### config.mk
export PLATFORM = sky130hd
export DESIGN_NAME = sacc_core
export DESIGN_NICKNAME = d
export VERILOG_FILES = /design/src/logic/sacc_pkg.sv /design/src/logic/sacc_core.sv /design/src/logic/sacc_serial_alu.sv
export SDC_FILE = /design/constraint.sdc
export NUM_CORES = 1
export LEC_CHECK = 0
export BUFFER_PORTS_ARGS = -buffer_cell sky130_fd_sc_hd__buf_2
export CAP_MARGIN = 15
export CORE_MARGIN = 3
export CORE_UTILIZATION = 45
export CTS_BUF_LIST = sky130_fd_sc_hd__clkbuf_4
export CTS_CLUSTER_DIAMETER = 150
export CTS_CLUSTER_SIZE = 8
export DETAILED_ROUTE_END_ITERATION = 8
export GPL_ROUTABILITY_DRIVEN = 1
export PLACE_DENSITY = 0.76
export SLEW_MARGIN = 20
export SYNTH_ARGS = -nofsm -noshare
export SYNTH_HDL_FRONTEND = slang
export SYNTH_SLANG_ARGS = --single-unit
### constraint.sdc
create_clock -name clk_in -period 1.8 [get_ports clk_in]
set_input_delay 0.36 -clock clk_in [delete_from_list [all_inputs] [get_ports clk_in]]
set_output_delay 0.36 -clock clk_in [all_outputs]
set_load 0.05 [all_outputs]
### src/logic/sacc_pkg.sv
// Constants and command codes for the serial accumulator add/subtract block.
// Assumes a 40 MHz system clock and an APB register interface.
package sacc_pkg;
	localparam int SACC_WORD_W = 32;
	localparam int SACC_CMD_W = 5;
	localparam logic [4:0] SACC_CMD_ADU = 5'h1c;
	localparam logic [4:0] SACC_CMD_ADL = 5'h1d;
	localparam logic [4:0] SACC_CMD_SBU = 5'h1e;
	localparam logic [4:0] SACC_CMD_SBL = 5'h1f;
	// APB register byte offsets
	localparam logic [7:0] SACC_REG_CTRL = 8'h00;
	localparam logic [7:0] SACC_REG_STAT = 8'h04;
	localparam logic [7:0] SACC_REG_UPPER = 8'h08;
	localparam logic [7:0] SACC_REG_LOWER = 8'h0c;
	localparam logic [7:0] SACC_REG_MEM = 8'h10;
	localparam logic [7:0] SACC_REG_IRQ_STAT = 8'h14;
	localparam logic [7:0] SACC_REG_IRQ_MASK = 8'h18;
	// CTRL fields
	localparam int SACC_CTRL_START = 8;
	localparam int SACC_CTRL_CLR_BR = 9;
	// STAT fields
	localparam int SACC_STAT_BUSY = 0;
	localparam int SACC_STAT_BRANCH = 1;
	localparam int SACC_STAT_SUB = 2;
	// Interrupt bits
	localparam int SACC_IRQ_DONE = 0;
	localparam int SACC_IRQ_OVF = 1;
	localparam int SACC_IRQ_W = 2;
	localparam logic [31:0] SACC_RESET_WORD = 32'h0000_0000;
	localparam logic [31:0] SACC_SLVERR_DATA = 32'h0000_0000;
	// Sequencer states, one-hot
	typedef enum logic [3:0] {
		SACC_OP_IDLE = 4'b0001,
		SACC_OP_RUN = 4'b0010,
		SACC_OP_SIGN = 4'b0100,
		SACC_OP_DONE = 4'b1000
	} sacc_state_t;
endpackage

### src/logic/sacc_core.sv
// Serial accumulator add/subtract datapath with APB slave and interrupt.
// Assumes an APB master on clk_in and software-loaded memory operand.
`timescale 1ns/10ps
// Contract
// - Code 29 adds memory into lower
// - Add result out of range sets branch
// - Upper recirculates during add-to-lower
// - Accumulator is input one, memory two
// - Carry cleared at each sign time
// - Sign-time overflow test sets branch
// - Code 30 subtracts memory from upper
// - Code 31 subtracts memory from lower
// - Subtract select held through subtraction
// - Subtract result out of range sets branch
// - Lower recirculates during subtract-from-upper
// - Upper recirculates during subtract-from-lower
// - Difference bits written as formed
// - Borrow forced off at sign time
// - Code 28 keeps subtract select off
module sacc_core
	import sacc_pkg::*;
#(
	parameter int WORD_W = SACC_WORD_W
)
(
	// Clock and reset
	input wire logic clk_in,
	input wire logic srst_in,
	// APB slave
	input wire logic psel_in,
	input wire logic penable_in,
	input wire logic pwrite_in,
	input wire logic [7:0] paddr_in,
	input wire logic [31:0] pwdata_in,
	output logic [31:0] prdata_out,
	output logic pready_out,
	output logic pslverr_out,
	// Status
	output logic branch_out,
	output logic busy_out,
	output logic irq_out
);
	// Bit counter sized to the word; last data bit ends the run
	localparam int CNT_W = $clog2(WORD_W);
	localparam logic [CNT_W-1:0] LAST_DATA_BIT = CNT_W'(WORD_W - 2);
	sacc_state_t state;
	logic [WORD_W-1:0] upper;
	logic [WORD_W-1:0] lower;
	logic [WORD_W-1:0] mem_word;
	logic [SACC_CMD_W-1:0] cmd;
	logic [CNT_W-1:0] bit_cnt;
	logic branch;
	logic [SACC_IRQ_W-1:0] irq_stat;
	logic [SACC_IRQ_W-1:0] irq_mask;
	logic [31:0] prdata;
	logic wr_acc;
	logic rd_acc;
	logic start;
	logic subtract;
	logic to_upper;
	logic running;
	logic sign_time;
	logic op1;
	logic sum_bit;
	logic overflow;
	logic ovf_evt;
	logic done_evt;
	logic wr_ctrl;
	logic wr_upper;
	logic wr_lower;
	logic wr_mem;
	logic wr_mask;
	logic rd_irq;
	logic [SACC_IRQ_W-1:0] irq_read;

	// ************************************************
	// Command decode
	// ************************************************
	function automatic logic cmd_valid(input logic [SACC_CMD_W-1:0] c);
		cmd_valid = (c == SACC_CMD_ADU) || (c == SACC_CMD_ADL) ||
			(c == SACC_CMD_SBU) || (c == SACC_CMD_SBL);
	endfunction

	// Code 28 and 29 add, 30 and 31 subtract
	assign subtract = (cmd == SACC_CMD_SBU) || (cmd == SACC_CMD_SBL);
	assign to_upper = (cmd == SACC_CMD_ADU) || (cmd == SACC_CMD_SBU);
	assign running = (state == SACC_OP_RUN) || (state == SACC_OP_SIGN);
	assign sign_time = (state == SACC_OP_SIGN);
	// Target accumulator bit first, memory bit second
	assign op1 = to_upper ? upper[0] : lower[0];

	sacc_serial_alu u_alu (
		.clk_in(clk_in),
		.srst_in(srst_in),
		.bit_en_in(running),
		.sign_time_in(sign_time),
		.subtract_in(subtract),
		.op1_in(op1),
		.op2_in(mem_word[0]),
		.sum_out(sum_bit),
		.overflow_out(overflow)
	);

	// ************************************************
	// APB access
	// ************************************************
	assign wr_acc = psel_in && penable_in && pwrite_in;
	assign rd_acc = psel_in && penable_in && !pwrite_in;
	// START only from idle, so a write in the DONE cycle cannot
	// change the command while nothing runs
	assign start = wr_ctrl && pwdata_in[SACC_CTRL_START] &&
		(state == SACC_OP_IDLE) &&
		cmd_valid(pwdata_in[SACC_CMD_W-1:0]);
	assign pready_out = 1'b1;
	assign ovf_evt = running && overflow;
	assign done_evt = sign_time;

	// ************************************************
	// Register strobes
	// ************************************************
	// Decoded once, shared by every register process
	assign wr_ctrl = wr_acc && (paddr_in == SACC_REG_CTRL);
	assign wr_upper = wr_acc && (paddr_in == SACC_REG_UPPER);
	assign wr_lower = wr_acc && (paddr_in == SACC_REG_LOWER);
	assign wr_mem = wr_acc && (paddr_in == SACC_REG_MEM);
	assign wr_mask = wr_acc && (paddr_in == SACC_REG_IRQ_MASK);
	assign rd_irq = rd_acc && (paddr_in == SACC_REG_IRQ_STAT);

	always_comb begin
		prdata = SACC_SLVERR_DATA;
		if (paddr_in == SACC_REG_CTRL) begin
			prdata = {{(32-SACC_CMD_W){1'b0}}, cmd};
		end else if (paddr_in == SACC_REG_STAT) begin
			prdata[SACC_STAT_BUSY] = running;
			prdata[SACC_STAT_BRANCH] = branch;
			prdata[SACC_STAT_SUB] = subtract;
		end else if (paddr_in == SACC_REG_UPPER) begin
			prdata = upper;
		end else if (paddr_in == SACC_REG_LOWER) begin
			prdata = lower;
		end else if (paddr_in == SACC_REG_MEM) begin
			prdata = mem_word;
		end else if (paddr_in == SACC_REG_IRQ_STAT) begin
			prdata[SACC_IRQ_W-1:0] = irq_stat;
		end else if (paddr_in == SACC_REG_IRQ_MASK) begin
			prdata[SACC_IRQ_W-1:0] = irq_mask;
		end
	end

	always_ff @(posedge clk_in) begin
		if (srst_in) begin
			prdata_out <= SACC_RESET_WORD;
		end else if (psel_in && !penable_in) begin
			prdata_out <= prdata;
		end
	end

	// Status bits shown to a read; only these are cleared, so an
	// event landing between setup and access is not lost
	always_ff @(posedge clk_in) begin
		if (srst_in) begin
			irq_read <= '0;
		end else if (psel_in && !penable_in) begin
			irq_read <= irq_stat;
		end
	end

	// Unmapped addresses answer with an error
	always_comb begin
		pslverr_out = 1'b0;
		if (psel_in && penable_in && (paddr_in > SACC_REG_IRQ_MASK ||
			paddr_in[1:0] != 2'b00)) begin
			pslverr_out = 1'b1;
		end
	end

	// ************************************************
	// Sequencer
	// ************************************************
	always_ff @(posedge clk_in) begin
		if (srst_in) begin
			state <= SACC_OP_IDLE;
			bit_cnt <= '0;
		end else begin
			case (state)
				SACC_OP_IDLE: begin
					bit_cnt <= '0;
					if (start) begin
						state <= SACC_OP_RUN;
					end
				end
				SACC_OP_RUN: begin
					bit_cnt <= bit_cnt + 1'b1;
					if (bit_cnt == LAST_DATA_BIT) begin
						state <= SACC_OP_SIGN;
					end
				end
				SACC_OP_SIGN: begin
					state <= SACC_OP_DONE;
				end
				// One dead cycle after each word before a new START
				SACC_OP_DONE: begin
					state <= SACC_OP_IDLE;
				end
				default: begin
					state <= SACC_OP_IDLE;
				end
			endcase
		end
	end

	always_ff @(posedge clk_in) begin
		if (srst_in) begin
			cmd <= SACC_CMD_ADU;
		end else if (start) begin
			cmd <= pwdata_in[SACC_CMD_W-1:0];
		end
	end

	// ************************************************
	// Accumulators
	// ************************************************
	// Software writes are ignored while a word period runs
	always_ff @(posedge clk_in) begin
		if (srst_in) begin
			upper <= SACC_RESET_WORD;
		end else if (running) begin
			if (to_upper) begin
				upper <= {sum_bit, upper[WORD_W-1:1]};
			end else begin
				upper <= {upper[0], upper[WORD_W-1:1]};
			end
		end else if (wr_upper) begin
			upper <= pwdata_in;
		end
	end

	always_ff @(posedge clk_in) begin
		if (srst_in) begin
			lower <= SACC_RESET_WORD;
		end else if (running) begin
			if (!to_upper) begin
				lower <= {sum_bit, lower[WORD_W-1:1]};
			end else begin
				lower <= {lower[0], lower[WORD_W-1:1]};
			end
		end else if (wr_lower) begin
			lower <= pwdata_in;
		end
	end

	// Memory operand circulates like the drum track
	always_ff @(posedge clk_in) begin
		if (srst_in) begin
			mem_word <= SACC_RESET_WORD;
		end else if (running) begin
			mem_word <= {mem_word[0], mem_word[WORD_W-1:1]};
		end else if (wr_mem) begin
			mem_word <= pwdata_in;
		end
	end

	// ************************************************
	// Branch control and interrupts
	// ************************************************
	// Overflow set wins over a software clear
	always_ff @(posedge clk_in) begin
		if (srst_in) begin
			branch <= 1'b0;
		end else if (ovf_evt) begin
			branch <= 1'b1;
		end else if (wr_ctrl && pwdata_in[SACC_CTRL_CLR_BR]) begin
			branch <= 1'b0;
		end
	end

	always_ff @(posedge clk_in) begin
		if (srst_in) begin
			irq_stat <= '0;
		end else begin
			for (int i = 0; i < SACC_IRQ_W; i++) begin
				if ((i == SACC_IRQ_DONE && done_evt) ||
					(i == SACC_IRQ_OVF && ovf_evt)) begin
					irq_stat[i] <= 1'b1;
				end else if (rd_irq && irq_read[i]) begin
					irq_stat[i] <= 1'b0;
				end
			end
		end
	end

	always_ff @(posedge clk_in) begin
		if (srst_in) begin
			irq_mask <= '0;
		end else if (wr_mask) begin
			irq_mask <= pwdata_in[SACC_IRQ_W-1:0];
		end
	end

	assign irq_out = |(irq_stat & irq_mask);
	assign branch_out = branch;
	assign busy_out = running;
endmodule

### src/logic/sacc_serial_alu.sv
// One-bit serial adder/subtractor with carry/borrow and overflow test.
// Assumes bits arrive least significant first, the sign bit last.
`timescale 1ns/10ps
module sacc_serial_alu
	import sacc_pkg::*;
(
	// Clock and reset
	input wire logic clk_in,
	input wire logic srst_in,
	// Bit stream
	input wire logic bit_en_in,
	input wire logic sign_time_in,
	input wire logic subtract_in,
	input wire logic op1_in,
	input wire logic op2_in,
	// Results
	output logic sum_out,
	output logic overflow_out
);
	logic carry;

	// ************************************************
	// Sum bit
	// ************************************************
	assign sum_out = carry ^ op1_in ^ op2_in;

	// Overflow seen only at sign time
	always_comb begin
		if (subtract_in) begin
			overflow_out = sign_time_in & ((!carry & !op1_in & op2_in) |
				(carry & op1_in & !op2_in));
		end else begin
			overflow_out = sign_time_in & ((!carry & op1_in & op2_in) |
				(carry & !op1_in & !op2_in));
		end
	end

	// ************************************************
	// Carry / borrow
	// ************************************************
	always_ff @(posedge clk_in) begin
		if (srst_in) begin
			carry <= 1'b0;
		end else if (bit_en_in) begin
			if (sign_time_in) begin
				carry <= 1'b0;
			end else if (subtract_in) begin
				carry <= (!op1_in & op2_in) | (carry & !(op1_in ^ op2_in));
			end else begin
				carry <= (op1_in & op2_in) | (carry & (op1_in ^ op2_in));
			end
		end
	end
endmodule

==> results.yml, run 1 <==
worst_setup_path:
  r2r_end: "u_alu.carry$_SDFFE_PP0N_"
  start_kind: "register"
  cp-end-kind: "primary output"
  worst-endpoint-required_ns: 1.44
  r2r.worst_path.cells: 8
  worst_r2r_startpoint: "cmd[0]$_SDFFE_PP0P_"
  path_max_fanout: 4
  reg2reg_setup_slack_ns: 0.11
  cp.arrival_ns: 1.44
  criticalPathCategory: "register to primary output"
layout:
  utilization: 0.5410
  final_nets: 973
  final_design_area_no_fill_mm2: 0.008687
  areaGrowthSynthToFinish_pct: 16.71
  fill_cells: 1518
  final_cell_mix: "146 x sky130_fd_sc_hd__dfxtp_1, 107 x sky130_fd_sc_hd__nor2_1, 102 x sky130_fd_sc_hd__mux2i_1, 97 x sky130_fd_sc_hd__a211oi_1, 77 x sky130_fd_sc_hd__nand2_1"
  post_route_cells_drive_above_1_share: 0.2036
  mostFrequentLayoutCell: "sky130_fd_sc_hd__dfxtp_1"
cts:
  tritoncts_num_sinks: 150
  cts.hold.buffers_added: 0
  cts.clk_slew.worst_paths_ns: 0.13
  root_buffer: "sky130_fd_sc_hd__clkbuf_4"
  h-tree-depth: 4
  cts_tree: "yes"
  worstSkewPairLatency_ns: 0.56
  numCtsBuffers: 17
  clockBufferDepth: 2
timing:
  time_the_worst_path_needs_with_i_o_delays_and_setup_ns: 1.798
  final-setup-viol-count: 0
  rsz0062_at_grt: "true"
  fin_worst_skew_ns: 0.02119
  crit_share_post_route: 0.9989
  final_max_slew_viol_count: 0
  maxClockFrequency_mhz: 556.2
  hold_viol_final: 0
floorplanning:
  design.portCount: 82
  start_util: 0.4635
  std_cell_rows: 46
  die_h_um: 134.6
  core_area_mm2: 0.01606
  die_w_um: 134.6
  dieArea_mm2: 0.01812
drt:
  met3_wirelength_um: 715
  final_antenna_net_count: 0
  wire_per_inst_um: 16.34
  drtIter0Drc: 416
  drc: 0
  routed_wirelength_um: 18870
  met2_length_um: 8985
  num_vias: 6485
  via_density: 5.615
  wl_met1_um: 8801
  firstDrtPassIters: 7
  top_layer_used: "met4"
power_and_ir_drop:
  share_seq_of_total_power: 0.584
  power.share.switching: 0.2681
  leakage_nw: 3.759
  p_comb_frac: 0.067
  power_switching_w: 0.001525
  internal-power_w: 0.004163
  power_per_cell_area_mw_per_mm2: 654.8
  power.share.clock: 0.349
  irDropWorstVdd_v: 0.0003341
yosys:
  synth.ff_latch_count: 150
  asyncSetResetFlopFracSynth: 0
  netlist_instances: 847
  yosysSeqAreaShare: 0.4034
  synth_fp_nets: 895
  synth-edff-count: 0
  yosys.cell_types.count: 55
  synthDominantAreaCellType: "sky130_fd_sc_hd__dfxtp_1"
  post_synth_instance_area_mm2: 0.007443
  yosys_warnings: 0
  area_share_of_the_largest_cell_type_after_synthesis: 0.4034
  synth_top_flop_cell: "sky130_fd_sc_hd__dfxtp_1"
  synthesis.area_per_instance_um2: 8.788
  dominant_cells_by_area_after_synthesis: "sky130_fd_sc_hd__dfxtp_1 40%, sky130_fd_sc_hd__mux2i_1 14%, sky130_fd_sc_hd__a211oi_1 9.8%"
placed_design:
  port_buffers: 80
  dpl_cell_area_mm2: 0.008298
  dp.final_hpwl_um: 12540
  gp_congestion: 0.8564
min_path:
  holdCritStartpoint: "pwdata_in[0]"
  min_to: "cmd[0]$_SDFFE_PP0P_"
  min-delay-path-class: "primary input to register"
  holdPathStages: 3
global_route:
  antenna_found_initial: 1
  via_count_of_the_first_global_routing_pass: 6292
  total_global_routing_overflow: 0
  globalRouteTotalUtil: 0.2097
  wire_length_of_the_first_global_routing_pass_um: 31150
  largest_net_degree_at_the_start_of_global_routing: 73
job:
  count_of_max_cap_constraint_violations: 0
outcome:
  result_of_the_run: "complete, no violations"
metal layers:
metal / track usage / up-vias
met1: 0.2795 / 3073
met2: 0.3441 / 144
met3: 0.04210 / 24
li1: - / 3244
met5: 0 / -
met4: 0.06505 / 0
final cells by class:
cell class / count / area, µm² / share of cell area
inverter: 8 / 30.03 / 0.003457
clock buffer: 18 / 135.1 / 0.01556
timing repair buffer: 134 / 997.2 / 0.1148
clock inverter: 14 / 127.6 / 0.01469
antenna: 1 / 2.502 / 0.0002881
tap: 216 / 270.3 / 0.03111
sequential: 150 / 3013 / 0.3468
multi-input combinational: 614 / 4111 / 0.4733
kinds of logic after synthesis:
logic type | share of synthesized area
simple gates | 0.1822
compound gates | 0.2091
flops | 0.4034
mux | 0.1415
buf+inv | 0.05345
xor+xnor | 0.004708
fa+ha+maj | 0.005043
other cells | 0.0005038
state kept, by name, indices dropped and copies added, names as in the netlist:
| signal | flops |
|---|---|
| bit_cnt | 5 |
| branch_out | 1 |
| cmd | 5 |
| irq_mask | 2 |
| irq_read | 2 |
| irq_stat | 2 |
| lower | 32 |
| mem_word | 32 |
| prdata_out | 32 |
| state | 4 |
| u_alu.carry | 1 |
| upper | 32 |
power by group through the flow:
stage          registers (W)  clock network [W]  logic [W]
4_1_cts              0.00332            0.00204   0.000377
3_5_place_dp         0.00340                  0   0.000373
6_report             0.00332            0.00199   0.000380
2_1_floorplan        0.00340                  0   0.000182
5_1_grt              0.00332            0.00216   0.000411
3_3_place_gp         0.00340                  0   0.000370
Yosys cell counts (4+ instances only):
cell type	instances
sky130_fd_sc_hd__dfxtp_1	150
sky130_fd_sc_hd__nor2_1	110
sky130_fd_sc_hd__mux2i_1	103
sky130_fd_sc_hd__a211oi_1	97
sky130_fd_sc_hd__nand2_1	77
sky130_fd_sc_hd__o21ai_0	62
sky130_fd_sc_hd__clkbuf_1	46
sky130_fd_sc_hd__nor2b_1	35
sky130_fd_sc_hd__a32o_1	28
sky130_fd_sc_hd__a21oi_1	15
sky130_fd_sc_hd__nand3_1	11
sky130_fd_sc_hd__buf_2	9
sky130_fd_sc_hd__buf_4	8
sky130_fd_sc_hd__inv_1	8
sky130_fd_sc_hd__buf_1	6
sky130_fd_sc_hd__buf_6	6
sky130_fd_sc_hd__nand4_1	6
sky130_fd_sc_hd__nand2b_1	5
sky130_fd_sc_hd__nor3_1	4
stage by stage:
stage                     hold WS (ns)  power, W  setup slack [ns]  instances  TNS (ns)
final                           0.1107  0.005688          0.001957       1155         0
after global routing           0.07501  0.005897          -0.07019       1155   -0.1033
after CTS                      0.07298  0.005736          -0.03082       1151  -0.03082
after detailed placement        0.4493  0.003771          -0.07401       1115    -3.200
after global placement          0.4434  0.003768          -0.03526       1115   -0.8446
after floorplan                 0.4365  0.003587          -0.04187        847    -1.249
worst max path at each step:
stage | start | to | slack (ns)
2_1_floorplan | paddr_in[7] | upper[4]$_SDFFE_PP0P_ | -0.04
3_3_place_gp | paddr_in[7] | prdata_out[30]$_SDFFE_PP0P_ | -0.04
3_5_place_dp | paddr_in[7] | mem_word[4]$_SDFFE_PP0P_ | -0.07
4_1_cts | state[2]$_SDFFE_PP0P_ | busy_out | -0.03
5_1_grt | state[2]$_SDFFE_PP0P_ | busy_out | -0.07
6_report | state[2]$_SDFFE_PP0P_ | busy_out | 0.002
critical path, cell delays in order (launching register included):
cell and delay (ns):
sky130_fd_sc_hd__dfxtp_4 0.38, sky130_fd_sc_hd__nor2b_4 0.13, sky130_fd_sc_hd__o21ai_4 0.15, sky130_fd_sc_hd__inv_2 0.07, sky130_fd_sc_hd__buf_8 0.15
what timing repair did:
action / in CTS / in global routing
pin swaps: 2 / 3
buffers inserted: 4 / 3
gates resized for setup: 17 / 7
endpoints found under the setup margin: 3 / 4
No activity file was read; power rests on OpenSTA's default activity.
==> run 2: changes to the inputs <==
--- a/config.mk
+++ b/config.mk
@@ -5,7 +5,7 @@
 export SDC_FILE = /design/constraint.sdc
 export NUM_CORES = 1
 export LEC_CHECK = 0
-export BUFFER_PORTS_ARGS = -buffer_cell sky130_fd_sc_hd__buf_2
+export BUFFER_PORTS_ARGS = -buffer_cell sky130_fd_sc_hd__clkbuf_2
 export CAP_MARGIN = 15
 export CORE_MARGIN = 3
 export CORE_UTILIZATION = 45
==> run 2 against run 1 <==
The flow now finishes with violations (negative setup slack). Critical path depth did not move. Global-route usage is 0.15 points lower. Highest routed layer unchanged. Sequential share of layout area is 0.080 points lower. Die area unchanged. Sequential power about the same. Core utilization up 0.15 points. Via count up 1.4%. Critical path type unchanged. Clock skew down 0.0015 ns. First-iteration DRC count is 27% higher.
==> results.yml, run 2 (synthesis gave the netlist of run 1 again) <==
outcome:
  result_of_the_run: "complete, but fails checks"
  violations_in_the_final_reports: "negative setup slack"
drt:
  firstDrtPassIters: 5
  drc: 0
  num_vias: 6573
  final_antenna_net_count: 0
  routed_wirelength_um: 18760
  via_density: 5.681
  drtIter0Drc: 529
  wire_per_inst_um: 16.21
cts:
  clockBufferDepth: 2
  tritoncts_num_sinks: 150
  numCtsBuffers: 17
  h-tree-depth: 4
  cts.hold.buffers_added: 0
  worstSkewPairLatency_ns: 0.56
  cts_tree: "yes"
  cts.clk_slew.worst_paths_ns: 0.13
  root_buffer: "sky130_fd_sc_hd__clkbuf_4"
power_and_ir_drop:
  p_comb_frac: 0.064
  irDropWorstVdd_v: 0.0003627
  share_seq_of_total_power: 0.568
  power.share.clock: 0.368
  power_per_cell_area_mw_per_mm2: 671.5
  internal-power_w: 0.004329
  power_switching_w: 0.001520
  leakage_nw: 3.751
  design_power_total_w: 0.005849
  power.share.switching: 0.2599
global_route:
  total_global_routing_overflow: 0
  globalRouteTotalUtil: 0.2081
  largest_net_degree_at_the_start_of_global_routing: 85
  antenna_found_initial: 1
  via_count_of_the_first_global_routing_pass: 6162
  wire_length_of_the_first_global_routing_pass_um: 30730
timing:
  fin_worst_skew_ns: 0.01972
  maxClockFrequency_mhz: 552.8
  final-setup-viol-count: 1
  crit_share_post_route: 1.005
  rsz0062_at_grt: "true"
  hold_viol_final: 0
  final_max_slew_viol_count: 0
  hold_slack_ns: 0.08051
  post-route-worst-setup-slack_ns: -0.009086
  time_the_worst_path_needs_with_i_o_delays_and_setup_ns: 1.809
min_path:
  min_to: "cmd[0]$_SDFFE_PP0P_"
  min-delay-path-class: "primary input to register"
  holdCritStartpoint: "pwdata_in[0]"
  holdPathStages: 3
worst_setup_path:
  cp.arrival_ns: 1.45
  cp-end-kind: "primary output"
  r2r_end: "u_alu.carry$_SDFFE_PP0N_"
  path_max_fanout: 4
  reg2reg_setup_slack_ns: 0.07
  worst_r2r_startpoint: "cmd[0]$_SDFFE_PP0P_"
  criticalPathCategory: "register to primary output"
  start_kind: "register"
  worst-endpoint-required_ns: 1.44
  r2r.worst_path.cells: 8
layout:
  fill_cells: 1454
  final_nets: 971
  mostFrequentLayoutCell: "sky130_fd_sc_hd__dfxtp_1"
  areaGrowthSynthToFinish_pct: 17.03
  post_route_cells_drive_above_1_share: 0.2019
  fin_cells: 1157
  final_design_area_no_fill_mm2: 0.008711
  final_cell_mix: "145 x sky130_fd_sc_hd__dfxtp_1, 107 x sky130_fd_sc_hd__nor2_1, 102 x sky130_fd_sc_hd__mux2i_1, 97 x sky130_fd_sc_hd__a211oi_1, 77 x sky130_fd_sc_hd__nand2_1"
floorplanning:
  die_w_um: 134.6
  start_util: 0.4635
  die_h_um: 134.6
  std_cell_rows: 46
  dieArea_mm2: 0.01812
  design.portCount: 82
  core_area_mm2: 0.01606
placed_design:
  placed_cells_incl_taps: 1112
  port_buffers: 80
  dpl_cell_area_mm2: 0.008278
  dp.final_hpwl_um: 12460
  gp_congestion: 0.8437
job:
  count_of_max_cap_constraint_violations: 0
run 2: per-layer routing:
layer  up-vias  wire [µm]  track usage
met4         0        314      0.06448
met5         -          0            0
met2       177       8917       0.3366
met1      3135       8572       0.2832
li1       3231          -            -
met3        30        953      0.03987
run 2: critical path, cell delays in order, from the launching register on:
cell	delay, ns
sky130_fd_sc_hd__dfxtp_4	0.38
sky130_fd_sc_hd__nor2b_4	0.13
sky130_fd_sc_hd__o21ai_4	0.15
sky130_fd_sc_hd__inv_2	0.07
sky130_fd_sc_hd__clkbuf_16	0.17
run 2: through the flow:
| stage | worst slack, ns | setup TNS, ns | util |
|---|---|---|---|
| final | -0.009086 | -0.009086 | 0.5425 |
| after global placement | -0.006764 | -0.01091 | 0.5155 |
| after global routing | -0.08047 | -0.1330 | 0.5425 |
| after floorplan | -0.04187 | -1.249 | - |
| after detailed placement | -0.08092 | -2.318 | 0.5155 |
| after CTS | -0.04938 | -0.04938 | 0.5369 |
run 2: worst max path at each step:
stage	startpoint	endpoint	slack, ns	cells after the start
after floorplan	paddr_in[7]	upper[4]$_SDFFE_PP0P_	-0.04	6
after global placement	paddr_in[1]	mem_word[9]$_SDFFE_PP0P_	-0.007	7
after detailed placement	paddr_in[1]	mem_word[18]$_SDFFE_PP0P_	-0.08	7
after CTS	state[1]$_SDFFE_PP0P_	busy_out	-0.05	4
after global routing	state[2]$_SDFFE_PP0P_	busy_out	-0.08	4
final	state[2]$_SDFFE_PP0P_	busy_out	-0.009	4
run 2: power by group through the flow:
stage	registers [W]	logic (W)	clock network [W]
floorplan	0.00340	0.000182	0
global placement	0.00340	0.000366	0
detailed placement	0.00340	0.000369	0
CTS	0.00332	0.000370	0.00221
global route	0.00332	0.000408	0.00235
finish	0.00332	0.000377	0.00215
run 2: cell type report:
cell class	count	area (µm²)	share of cell area
antenna	5	12.51	0.001436
clock buffer	19	142.6	0.01637
clock inverter	13	148.9	0.01709
inverter	8	30.03	0.003447
multi-input combinational	614	4098	0.4704
sequential	150	3014	0.3460
tap	216	270.3	0.03103
timing repair buffer	132	994.7	0.1142
run 2: what timing repair did:
item | in CTS | in global routing
setup buffers | 1 | 7
pin swaps | 1 | 5
setup endpoints to repair | 2 | 5
resized for setup | 13 | 9
